--- src/design/fsc_pkg.sv ---
// Constants, types and helpers shared by the sector guard controller
package fsc_pkg;
    // Clock and timing
    localparam int          CLK_PERIOD_PS = 4000;
    localparam int          T_SETUP_NS    = 10;
    localparam int          T_PULSE_NS    = 35;
    localparam int          T_READ_NS     = 100;
    localparam int          T_HOLD_NS     = 20;
    localparam int          T_RST_NS      = 500;
    localparam int          T_RST_RDY_NS  = 200;
    localparam logic [7:0]  CYC_SETUP = 8'((T_SETUP_NS * 1000 + CLK_PERIOD_PS - 1) / CLK_PERIOD_PS);
    localparam logic [7:0]  CYC_PULSE = 8'((T_PULSE_NS * 1000 + CLK_PERIOD_PS - 1) / CLK_PERIOD_PS);
    localparam logic [7:0]  CYC_READ  = 8'((T_READ_NS * 1000 + CLK_PERIOD_PS - 1) / CLK_PERIOD_PS);
    localparam logic [7:0]  CYC_HOLD  = 8'((T_HOLD_NS * 1000 + CLK_PERIOD_PS - 1) / CLK_PERIOD_PS);
    localparam logic [7:0]  CYC_RST   = 8'((T_RST_NS * 1000 + CLK_PERIOD_PS - 1) / CLK_PERIOD_PS);
    localparam logic [7:0]  CYC_RST_RDY = 8'((T_RST_RDY_NS * 1000 + CLK_PERIOD_PS - 1) / CLK_PERIOD_PS);

    // Flash pin widths and address fields
    localparam int          ADDR_W     = 26;
    localparam int          DATA_W     = 16;
    localparam int          SECT_LSB   = 16;
    localparam int          PAT_MSB    = 10;
    localparam int          TOGGLE_BIT = 6;

    // Register offsets
    localparam logic [11:0] OFF_CTRL  = 12'h000;
    localparam logic [11:0] OFF_ADDR  = 12'h004;
    localparam logic [11:0] OFF_WDATA = 12'h008;
    localparam logic [11:0] OFF_RDATA = 12'h00C;
    localparam logic [11:0] OFF_STAT  = 12'h010;
    localparam logic [11:0] OFF_CFG   = 12'h014;

    // Control fields
    localparam int          CTRL_GO      = 0;
    localparam int          CTRL_OP_LSB  = 1;
    localparam int          CTRL_LOCKCLR = 3;
    // Configuration fields and reset values
    localparam int          CFG_WP       = 0;
    localparam int          CFG_GCFG     = 1;
    localparam logic        CFG_WP_RST   = 1'b1;
    localparam logic        CFG_GCFG_RST = 1'b0;
    // Status fields
    localparam int          STAT_BUSY    = 0;
    localparam int          STAT_DONE    = 1;
    localparam int          STAT_TMO     = 2;
    localparam int          STAT_REFUSED = 3;

    typedef enum logic [1:0] {
        OP_WRITE = 2'h0,
        OP_READ  = 2'h1,
        OP_POLL  = 2'h2,
        OP_HWRST = 2'h3
    } fsc_op_t;

    typedef struct packed {
        logic                rd;
        logic [ADDR_W-1:0]   addr;
        logic [DATA_W-1:0]   wdata;
    } fsc_req_t;

    // Word address: sector select at SECT_LSB and above, command pattern below
    function automatic logic [ADDR_W-1:0] fsc_pin_addr(
        input logic [31:0] r
    );
        fsc_pin_addr = r[ADDR_W-1:0];
    endfunction
endpackage

--- src/design/fsc_ctrl.sv ---
// Host controller issuing flash command cycles from APB registers
//
// Local design decisions: the register offsets and register access over APB.
`timescale 1ns/100ps
// Summary of operation
// - Host recovers by reset command or pin
// - Sector select sits at A16 and above
// - Command pattern sits in A10 to A0
// - Host sets sector guards before lock clear
module fsc_ctrl
    import fsc_pkg::*;
#(
    parameter logic [19:0] POLL_MAX = 20'h186A0
)
(
    input  wire logic              pclk,
    input  wire logic              presetn,
    input  wire logic              psel,
    input  wire logic              penable,
    input  wire logic              pwrite,
    input  wire logic [11:0]       paddr,
    input  wire logic [31:0]       pwdata,
    output logic [31:0]            prdata,
    output logic                   pready,
    output logic                   pslverr,
    output logic [ADDR_W-1:0]      fl_addr,
    input  wire logic [DATA_W-1:0] fl_dq_i,
    output logic [DATA_W-1:0]      fl_dq_o,
    output logic                   fl_dq_oe,
    output logic                   fl_ce_n,
    output logic                   fl_we_n,
    output logic                   fl_oe_n,
    output logic                   fl_rst_n,
    output logic                   fl_wp_n
);
    typedef enum logic [5:0] {
        S_IDLE     = 6'h01,
        S_CYC      = 6'h02,
        S_POLL_A   = 6'h04,
        S_POLL_B   = 6'h08,
        S_RST_LOW  = 6'h10,
        S_RST_WAIT = 6'h20
    } fsc_state_t;

    typedef struct packed {
        fsc_state_t          state;
        fsc_op_t             op;
        logic [ADDR_W-1:0]   addr;
        logic [DATA_W-1:0]   wdata;
        logic [DATA_W-1:0]   rdata;
        logic [DATA_W-1:0]   prev;
        logic [19:0]         poll_cnt;
        logic [7:0]          rst_cnt;
        logic                wp;
        logic                gcfg;
        logic                busy;
        logic                done;
        logic                tmo;
        logic                refused;
        logic                start;
        logic                rst_n;
        logic                wp_n;
        logic [31:0]         prdata;
        logic                pready;
        logic                pslverr;
    } fsc_ctrl_st_t;

    localparam int RST_HOLD_M1 = int'(CYC_RST) - 1;

    fsc_ctrl_st_t     st_ff;
    fsc_ctrl_st_t     nxt_st;
    fsc_req_t         cyc_req;
    logic             cyc_done;
    logic [DATA_W-1:0] cyc_rdata;
    logic             apb_setup;
    logic             apb_wr;
    logic             go_req;
    fsc_op_t          go_op;

    // Map hit for an APB byte address
    function automatic logic reg_hit(input logic [11:0] a);
        reg_hit = (a == OFF_CTRL) || (a == OFF_ADDR) ||
                  (a == OFF_WDATA) || (a == OFF_RDATA) ||
                  (a == OFF_STAT) || (a == OFF_CFG);
    endfunction

    assign apb_setup = psel && !penable;
    assign apb_wr    = psel && penable && st_ff.pready && pwrite;
    assign go_req    = apb_wr && (paddr == OFF_CTRL) && pwdata[CTRL_GO];
    assign go_op     = fsc_op_t'(pwdata[CTRL_OP_LSB +: 2]);

    assign cyc_req.rd    = (st_ff.op != OP_WRITE);
    assign cyc_req.addr  = st_ff.addr;
    assign cyc_req.wdata = st_ff.wdata;

    always_comb
    begin
        nxt_st         = st_ff;
        nxt_st.start   = 1'b0;
        nxt_st.pready  = apb_setup;
        nxt_st.pslverr = apb_setup && !reg_hit(paddr);
        nxt_st.wp_n    = st_ff.wp;
        if (apb_setup)
        begin
            unique case (paddr)
                OFF_ADDR:  nxt_st.prdata = 32'(st_ff.addr);
                OFF_WDATA: nxt_st.prdata = 32'(st_ff.wdata);
                OFF_RDATA: nxt_st.prdata = 32'(st_ff.rdata);
                OFF_STAT:  nxt_st.prdata = 32'({st_ff.refused, st_ff.tmo,
                                                st_ff.done, st_ff.busy});
                OFF_CFG:   nxt_st.prdata = 32'({st_ff.gcfg, st_ff.wp});
                default:   nxt_st.prdata = 32'h0000_0000;
            endcase
        end
        if (apb_wr)
        begin
            unique case (paddr)
                OFF_ADDR:  nxt_st.addr  = fsc_pin_addr(pwdata);
                OFF_WDATA: nxt_st.wdata = pwdata[DATA_W-1:0];
                OFF_CFG:
                begin
                    nxt_st.wp   = pwdata[CFG_WP];
                    nxt_st.gcfg = pwdata[CFG_GCFG];
                end
                default: ;
            endcase
        end
        if (go_req)
        begin
            if (st_ff.busy)
                nxt_st.refused = 1'b1;
            else if (pwdata[CTRL_LOCKCLR] && !st_ff.gcfg)
                nxt_st.refused = 1'b1;
            else
            begin
                nxt_st.op      = go_op;
                nxt_st.busy    = 1'b1;
                nxt_st.done    = 1'b0;
                nxt_st.tmo     = 1'b0;
                nxt_st.refused = 1'b0;
                nxt_st.poll_cnt = 20'h00000;
                unique case (go_op)
                    OP_WRITE, OP_READ:
                    begin
                        nxt_st.start = 1'b1;
                        nxt_st.state = S_CYC;
                    end
                    OP_POLL:
                    begin
                        nxt_st.start = 1'b1;
                        nxt_st.state = S_POLL_A;
                    end
                    OP_HWRST:
                    begin
                        nxt_st.rst_n   = 1'b0;
                        nxt_st.rst_cnt = CYC_RST - 8'h01;
                        nxt_st.state   = S_RST_LOW;
                    end
                endcase
            end
        end
        unique case (st_ff.state)
            S_IDLE: ;
            S_CYC:
            begin
                if (cyc_done)
                begin
                    if (st_ff.op == OP_READ)
                        nxt_st.rdata = cyc_rdata;
                    nxt_st.busy  = 1'b0;
                    nxt_st.done  = 1'b1;
                    nxt_st.state = S_IDLE;
                end
            end
            S_POLL_A:
            begin
                if (cyc_done)
                begin
                    nxt_st.prev  = cyc_rdata;
                    nxt_st.start = 1'b1;
                    nxt_st.state = S_POLL_B;
                end
            end
            S_POLL_B:
            begin
                if (cyc_done)
                begin
                    nxt_st.rdata = cyc_rdata;
                    if (cyc_rdata[TOGGLE_BIT] == st_ff.prev[TOGGLE_BIT])
                    begin
                        nxt_st.busy  = 1'b0;
                        nxt_st.done  = 1'b1;
                        nxt_st.state = S_IDLE;
                    end
                    else if (st_ff.poll_cnt == POLL_MAX)
                    begin
                        nxt_st.busy  = 1'b0;
                        nxt_st.tmo   = 1'b1;
                        nxt_st.state = S_IDLE;
                    end
                    else
                    begin
                        nxt_st.poll_cnt = st_ff.poll_cnt + 20'h00001;
                        nxt_st.prev     = cyc_rdata;
                        nxt_st.start    = 1'b1;
                    end
                end
            end
            S_RST_LOW:
            begin
                if (st_ff.rst_cnt == 8'h00)
                begin
                    nxt_st.rst_n   = 1'b1;
                    nxt_st.rst_cnt = CYC_RST_RDY - 8'h01;
                    nxt_st.state   = S_RST_WAIT;
                end
                else
                    nxt_st.rst_cnt = st_ff.rst_cnt - 8'h01;
            end
            S_RST_WAIT:
            begin
                if (st_ff.rst_cnt == 8'h00)
                begin
                    nxt_st.busy  = 1'b0;
                    nxt_st.done  = 1'b1;
                    nxt_st.state = S_IDLE;
                end
                else
                    nxt_st.rst_cnt = st_ff.rst_cnt - 8'h01;
            end
            default:
                nxt_st.state = S_IDLE;
        endcase
    end

    always_ff @(posedge pclk or negedge presetn)
    begin
        if (!presetn)
        begin
            st_ff       <= '0;
            st_ff.state <= S_IDLE;
            st_ff.op    <= OP_WRITE;
            st_ff.wp    <= CFG_WP_RST;
            st_ff.gcfg  <= CFG_GCFG_RST;
            st_ff.rst_n <= 1'b1;
            st_ff.wp_n  <= CFG_WP_RST;
        end
        else
            st_ff <= nxt_st;
    end

    fsc_cycle u_cycle (
        .pclk    (pclk),
        .presetn (presetn),
        .start   (st_ff.start),
        .req_in  (cyc_req),
        .dq_i    (fl_dq_i),
        .ce_n    (fl_ce_n),
        .we_n    (fl_we_n),
        .oe_n    (fl_oe_n),
        .addr    (fl_addr),
        .dq_o    (fl_dq_o),
        .dq_oe   (fl_dq_oe),
        .done    (cyc_done),
        .rdata   (cyc_rdata)
    );

    assign prdata   = st_ff.prdata;
    assign pready   = st_ff.pready;
    assign pslverr  = st_ff.pslverr;
    assign fl_rst_n = st_ff.rst_n;
    assign fl_wp_n  = st_ff.wp_n;

    rst_len_a: assert property (@(posedge pclk) disable iff (!presetn)
        $fell(fl_rst_n) |-> ##RST_HOLD_M1 !fl_rst_n ##1 fl_rst_n)
        else $error("Hardware reset pulse has the wrong width");

    rst_quiet_a: assert property (@(posedge pclk) disable iff (!presetn)
        !fl_rst_n |-> fl_ce_n && fl_we_n)
        else $error("Bus cycle while flash reset is low");

    lock_order_a: assert property (@(posedge pclk) disable iff (!presetn)
        (go_req && pwdata[CTRL_LOCKCLR] && !st_ff.gcfg && !st_ff.busy)
        |=> st_ff.refused && !st_ff.busy && st_ff.state == S_IDLE)
        else $error("Lock clear issued before guards were configured");

    addr_drive_a: assert property (@(posedge pclk) disable iff (!presetn)
        $fell(fl_ce_n) |-> fl_addr == st_ff.addr)
        else $error("Pin address differs from programmed sector and pattern");

    apb_ready_a: assert property (@(posedge pclk) disable iff (!presetn)
        (psel && !penable) |=> pready ##1 !pready)
        else $error("APB ready not one cycle after setup");
endmodule

--- src/design/fsc_cycle.sv ---
// One asynchronous flash bus cycle: write strobe or read strobe
`timescale 1ns/100ps
module fsc_cycle
    import fsc_pkg::*;
(
    input  wire logic              pclk,
    input  wire logic              presetn,
    input  wire logic              start,
    input  wire fsc_req_t          req_in,
    input  wire logic [DATA_W-1:0] dq_i,
    output logic                   ce_n,
    output logic                   we_n,
    output logic                   oe_n,
    output logic [ADDR_W-1:0]      addr,
    output logic [DATA_W-1:0]      dq_o,
    output logic                   dq_oe,
    output logic                   done,
    output logic [DATA_W-1:0]      rdata
);
    typedef enum logic [3:0] {
        PH_IDLE   = 4'h1,
        PH_SETUP  = 4'h2,
        PH_STROBE = 4'h4,
        PH_HOLD   = 4'h8
    } fsc_ph_t;

    typedef struct packed {
        fsc_ph_t             ph;
        logic [7:0]          cnt;
        fsc_req_t            req;
        logic                ce_n;
        logic                we_n;
        logic                oe_n;
        logic                dq_oe;
        logic                done;
        logic [DATA_W-1:0]   rdata;
        logic [DATA_W-1:0]   s1;
        logic [DATA_W-1:0]   s2;
    } fsc_cyc_st_t;

    localparam int PULSE_M1 = int'(CYC_PULSE) - 1;

    fsc_cyc_st_t st_ff;
    fsc_cyc_st_t nxt_st;

    always_comb
    begin
        nxt_st      = st_ff;
        nxt_st.done = 1'b0;
        nxt_st.s1   = dq_i;
        nxt_st.s2   = st_ff.s1;
        unique case (st_ff.ph)
            PH_IDLE:
            begin
                if (start)
                begin
                    nxt_st.req   = req_in;
                    nxt_st.ce_n  = 1'b0;
                    nxt_st.dq_oe = ~req_in.rd;
                    nxt_st.cnt   = CYC_SETUP - 8'h01;
                    nxt_st.ph    = PH_SETUP;
                end
            end
            PH_SETUP:
            begin
                if (st_ff.cnt == 8'h00)
                begin
                    nxt_st.oe_n = ~st_ff.req.rd;
                    nxt_st.we_n = st_ff.req.rd;
                    nxt_st.cnt  = st_ff.req.rd ? CYC_READ - 8'h01
                                               : CYC_PULSE - 8'h01;
                    nxt_st.ph   = PH_STROBE;
                end
                else
                    nxt_st.cnt = st_ff.cnt - 8'h01;
            end
            PH_STROBE:
            begin
                if (st_ff.cnt == 8'h00)
                begin
                    if (st_ff.req.rd)
                        nxt_st.rdata = st_ff.s2;
                    nxt_st.we_n = 1'b1;
                    nxt_st.oe_n = 1'b1;
                    nxt_st.cnt  = CYC_HOLD - 8'h01;
                    nxt_st.ph   = PH_HOLD;
                end
                else
                    nxt_st.cnt = st_ff.cnt - 8'h01;
            end
            PH_HOLD:
            begin
                if (st_ff.cnt == 8'h00)
                begin
                    nxt_st.ce_n  = 1'b1;
                    nxt_st.dq_oe = 1'b0;
                    nxt_st.done  = 1'b1;
                    nxt_st.ph    = PH_IDLE;
                end
                else
                    nxt_st.cnt = st_ff.cnt - 8'h01;
            end
            default:
                nxt_st.ph = PH_IDLE;
        endcase
    end

    always_ff @(posedge pclk or negedge presetn)
    begin
        if (!presetn)
        begin
            st_ff       <= '0;
            st_ff.ph    <= PH_IDLE;
            st_ff.ce_n  <= 1'b1;
            st_ff.we_n  <= 1'b1;
            st_ff.oe_n  <= 1'b1;
        end
        else
            st_ff <= nxt_st;
    end

    assign ce_n  = st_ff.ce_n;
    assign we_n  = st_ff.we_n;
    assign oe_n  = st_ff.oe_n;
    assign addr  = st_ff.req.addr;
    assign dq_o  = st_ff.req.wdata;
    assign dq_oe = st_ff.dq_oe;
    assign done  = st_ff.done;
    assign rdata = st_ff.rdata;

    addr_held_a: assert property (@(posedge pclk) disable iff (!presetn)
        (!ce_n && !$fell(ce_n)) |-> $stable(addr))
        else $error("Sector or pattern address moved inside a cycle");

    we_width_a: assert property (@(posedge pclk) disable iff (!presetn)
        $fell(we_n) |-> ##PULSE_M1 !we_n ##1 we_n)
        else $error("Write strobe width wrong");

    done_pulse_a: assert property (@(posedge pclk) disable iff (!presetn)
        done |-> ##1 !done && ce_n)
        else $error("Cycle done not a single pulse");
endmodule

--- config.mk ---
export PLATFORM = sky130hd
export DESIGN_NAME = fsc_ctrl
export DESIGN_NICKNAME = d
export VERILOG_FILES = /design/src/design/fsc_pkg.sv /design/src/design/fsc_ctrl.sv /design/src/design/fsc_cycle.sv
export SDC_FILE = /design/constraint.sdc
export NUM_CORES = 1
export LEC_CHECK = 0
export BUFFER_PORTS_ARGS = -buffer_cell sky130_fd_sc_hd__buf_2
export CORE_AREA = 2 2 151 153
export CTS_BUF_LIST = sky130_fd_sc_hd__clkbuf_4 sky130_fd_sc_hd__clkbuf_8
export CTS_CLUSTER_SIZE = 30
export DETAILED_ROUTE_END_ITERATION = 16
export DIE_AREA = 0 0 153 155
export HOLD_SLACK_MARGIN = 0.02
export MAX_ROUTING_LAYER = met4
export PLACE_DENSITY = 0.84
export SYNTH_ARGS = -nofsm -noshare
export SYNTH_HDL_FRONTEND = slang
export SYNTH_HIERARCHICAL = 1
export SYNTH_SLANG_ARGS = --single-unit
--- constraint.sdc ---
create_clock -name pclk -period 2.25 [get_ports pclk]
set_clock_uncertainty 0.1 [all_clocks]
set_input_delay 0.225 -clock pclk [delete_from_list [all_inputs] [get_ports pclk]]
set_output_delay 0.225 -clock pclk [all_outputs]
set_load 0.02 [all_outputs]
## Word-level counts from Yosys, hierarchy flattened

Cells that the tools add are included.
W data, S select, Z words.

| word-level totals | value |
|---|---|
| word-level logic and storage cells | 186 |
| bits in registers | 252 |

| cells by class | value |
|---|---|
| eq/ne operators | 32 |
| bitwise logic cells | 4 |
| $add $sub $neg | 3 |
| multiplexer cells | 74 |
| reduce and logical (&&, ||, !) cells | 40 |

Operators by type and width:

| cell | count |
|---|---|
| $pmux W26 S5 | 1 |
| $mux W28 | 3 |
| $mux W36 | 2 |
| $mux W8 | 9 |
| $mux W56 | 1 |
| $mux W52 | 1 |
| $mux W6 | 8 |
| $pmux W6 S6 | 1 |
| $mux W16 | 2 |
| $pmux W16 S2 | 1 |
| $pmux W8 S4 | 1 |
| $eq A12 B4 Y1 const B | 2 |
| $eq A12 B5 Y1 const B | 2 |
| $add A20 B1 Y20 const B | 1 |
| $eq A20 B17 Y1 const B | 1 |
| $mux W20 | 1 |
| $mux W1 | 19 |
| $pmux W6 S3 | 1 |
| $logic_not A8 Y1 | 2 |
| $pmux W4 S4 | 1 |
| $pmux W8 S2 | 1 |
| $sub A8 B1 Y8 const B | 2 |
| $reduce_and A3 Y1 | 5 |
| $mux W2 | 7 |
| other kinds (37) | 78 |

## Longest topological paths before layout

| depth | value |
|---|---|
| word-level depth | 10 |
| depth in mapped cells | 9 |
| depth with buffers taken out | 7 |

## Modules after synthesis

The synthesis kept the hierarchy.

Modules (own cells, without submodules):

| module | seq. area each (um^2) | cells each | area an instance (um^2) | instances |
|---|---|---|---|---|
| fsc_ctrl | 3308.2 | 589 | 6488.7 | 1 |
| fsc_cycle | 2707.6 | 316 | 4448.0 | 1 |

## Worst setup path after synthesis

Ideal clock, no wire load.

| path | value |
|---|---|
| path type | reg-to-reg |
| start point | register st_ff[43] (netlist name) |
| end point | register st_ff[148] (netlist name) |
| slack | 0.018 ns |
| arrival | 1.995 ns |
| cell stages (with the launch flop) | 9 |
| library setup time | 0.137 ns |
| cells stage by stage | dfrtp_1 -> inv_1 -> ha_1 -> or4b_1 -> buf_2 -> o211ai_2 -> o211ai_1 -> a211oi_1 -> nor3b_1 |

RTL lines:

| item | line | text |
|---|---|---|
| start: declaration | fsc_ctrl.sv:70 | `fsc_ctrl_st_t st_ff;` |
| start signal: assignment | fsc_ctrl.sv:249 | `st_ff <= nxt_st;` |

==> out/qor.yml <==
multi_input_area_mm2: 0.004106
n_fill_cell: 1692
worst_ep_required_time_ns: 2.58
yosys_warnings: 6
cts_tree: "done"
synth_cell_types: 75
drc: 0
clk_latency_ns: 0.55
power_mw: 8.603
rr_endpoint: "st_ff[48]"
place_ws_ns: -0.05866
slew_violations: 0
critPathCapture: "st_ff[48]"
path_max_fanout: 7
critPathCaptureType: "flip-flop"
tns_ns: 0
yosysTopAreaCellShare_pct: 53.08
antenna_found_initial: 2
num_rows: 55
hold_violations: 0
fmaxAchievable_mhz: 450.0
fin_crit_sh_pct: 98.77
core_mm2: 0.02223
die_y_um: 155
period_needed_ns: 2.222
cts_buffer_depth: 3
startpoint_type: "flip-flop"
grt_pass1_vias: 7716
finalNetCount: 1152
vias: 7824
async_flop_share_pct: 100.0
ys_ff_latch: 240
syn-instance-count: 905
portBuffers: 134
setup_slack_ns: 0.02763
placed_area_mm2: 0.01176
fin_cells: 1397
syn_to_final_growth_pct: 20.72
finish.utilization_pct: 59.40
synth_edf_count: 0
vdd_drop_max_uv: 361.8
r2r_cells: 7
yosys.area.top_type: "dfrtp_1"
finalSetupViolations: 0
drt_wl_total_um: 25490
drt_pass1_iterations: 5
synthFlopType: "dfrtp_1"
yosysMostFrequentCell: "dfrtp_1"
cts_inserted_buffers: 39
min_path_type: "in2reg"
leakagePower_nw: 6.528
synth_common_cells: "232 x dfrtp_1, 95 x buf_4, 89 x mux2_2, 59 x nand2_1, 47 x o21ai_0"
wl_per_cell_um: 18.25
clkSlewWorstSetupHoldPaths_ns: 0.06
gr-total-overflow: 0
rsz0062_at_grt: "yes"
synth.area.top_cells: "dfrtp_1 53%, mux2_2 9.2%, buf_4 6.5%, mux2_1 2.3%, a22oi_1 2.2%"
drive_gt1_share_pct: 38.74
drtAntennaViolNets: 0
dp_hpwl_um: 16590
via_per_inst: 5.601
arrival_ns: 2.55
grt_max_degree: 69
start_util_pct: 49.20
worstReg2RegStart: "st_ff[43]"
drtIter0Drc: 698
synth.avg_cell_area_um2: 12.08
io_pins: 147
reg2reg_slack_ns: 0.03
grt_first_pass_wirelength_um: 40280
ys_seq_area_share_pct: 55.01
design_area_mm2: 0.01320
clockRootBuffer: "clkbuf_8"
dieWidth_um: 153
crit_type: "reg2reg"
htree_levels: 2
place_inst: 1276
p_per_area_mw_per_mm2: 651.6
worstSetupStartpoint: "st_ff[43]"
regArea_mm2: 0.006016
maxCapViolCount: 0
dieArea_mm2: 0.02372
track_usage_pct: 21.65
syn_area_mm2: 0.01094
cts_num_sinks: 240
status: "finished clean"
gp_congestion: 0.8489
whs_ns: 0.06176
==> cells in the final DEF, fill, tap and decap left out, types with 22 or more instances in the layout <==
cell,count
buf_2,133
a22oi_1,32
mux2_2,88
buf_4,67
nand2_1,59
nor2_1,32
dfrtp_1,232
dlygate4sd3_1,46
mux2_1,22
o21ai_0,46
clkbuf_8,43
==> registers in the layout, summed over array words and instances (netlist names) <==
| name | flops |
|---|---|
| u_cycle/dq_o | 16 |
| pslverr | 1 |
| u_cycle/nxt_st | 16 |
| fl_rst_n | 1 |
| u_cycle/done | 1 |
| pready | 1 |
| u_cycle/st_ff | 29 |
| u_cycle/dq_oe | 1 |
| u_cycle/we_n | 1 |
| u_cycle/rdata | 16 |
| st_ff | 59 |
| nxt_st | 1 |
| u_cycle/addr | 26 |
| prdata | 26 |
| fl_wp_n | 1 |
| u_cycle/ce_n | 1 |
| u_cycle/oe_n | 1 |
| cyc_req | 42 |
==> worst min path at each step <==
stage                     startpoint  cells after the start               end
after CTS                   paddr[4]                      4         st_ff[37]
after floorplan              presetn                      0        cyc_req[0]
after detailed placement     presetn                      1  u_cycle/addr[12]
after global routing         presetn                      2  u_cycle/addr[14]
final                       paddr[4]                      4         st_ff[37]
after global placement       presetn                      1  u_cycle/addr[14]
==> routing by layer <==
| metal | up-vias | GRT usage [%] | part of all wire [%] |
|---|---|---|---|
| li1 | 3518 | - | - |
| met1 | 3889 | 28.22 | 42 |
| met2 | 343 | 34.14 | 48 |
| met3 | 74 | 3.733 | 6.5 |
| met4 | 0 | 8.598 | 3.9 |
| met5 | - | - | 0 |
==> layout make-up <==
class	instances	share of cell area [%]
diodes	2	0.03791
clock buffers	62	5.563
clock inverters	7	0.6729
inverters	16	0.4549
multi-input cells	528	31.10
flip-flops and latches	240	45.56
well taps	285	2.701
repair buffers	257	13.90
==> critical path, stage by stage, from the launching register on <==
cell and delay, ns:
dfrtp_1 0.39, inv_1 0.07, ha_2 0.17, or4b_4 0.50, or2_4 0.28, a31oi_4 0.30, o21a_4 0.22, o31ai_2 0.07
==> logic make-up (layout without fill, tap and decap cells) <==
group           Yosys count  in the layout  synth area share [%]
fa+ha+maj                 5              5                0.5720
buf+inv                 142            342                 8.580
other cells               1              8               0.03429
simple gates            225            225                 12.14
mux                     125            125                 13.17
compound gates          159            159                 9.862
flops                   240            240                 55.01
xor+xnor                  8              8                0.6407
==> report_power, final <==
| part | total (mW) | leakage (nW) | switching, mW | internal [mW] |
|---|---|---|---|---|
| sequential | 4.36 | 3.15 | 0.00840 | 4.35 |
| combinational | 0.289 | 2.94 | 0.170 | 0.120 |
| clock | 3.96 | 0.442 | 1.75 | 2.21 |
==> what timing repair did <==
action / CTS / global route
resized for setup: 5 / 20
setup buffers: 0 / 5
cloned: 0 / 0
pin swaps: 2 / 10
hold endpoints to repair: 298 / 0
setup endpoints to repair: 13 / 18
hold buffers: 46 / 0
(Power assumes the default switching activity.)
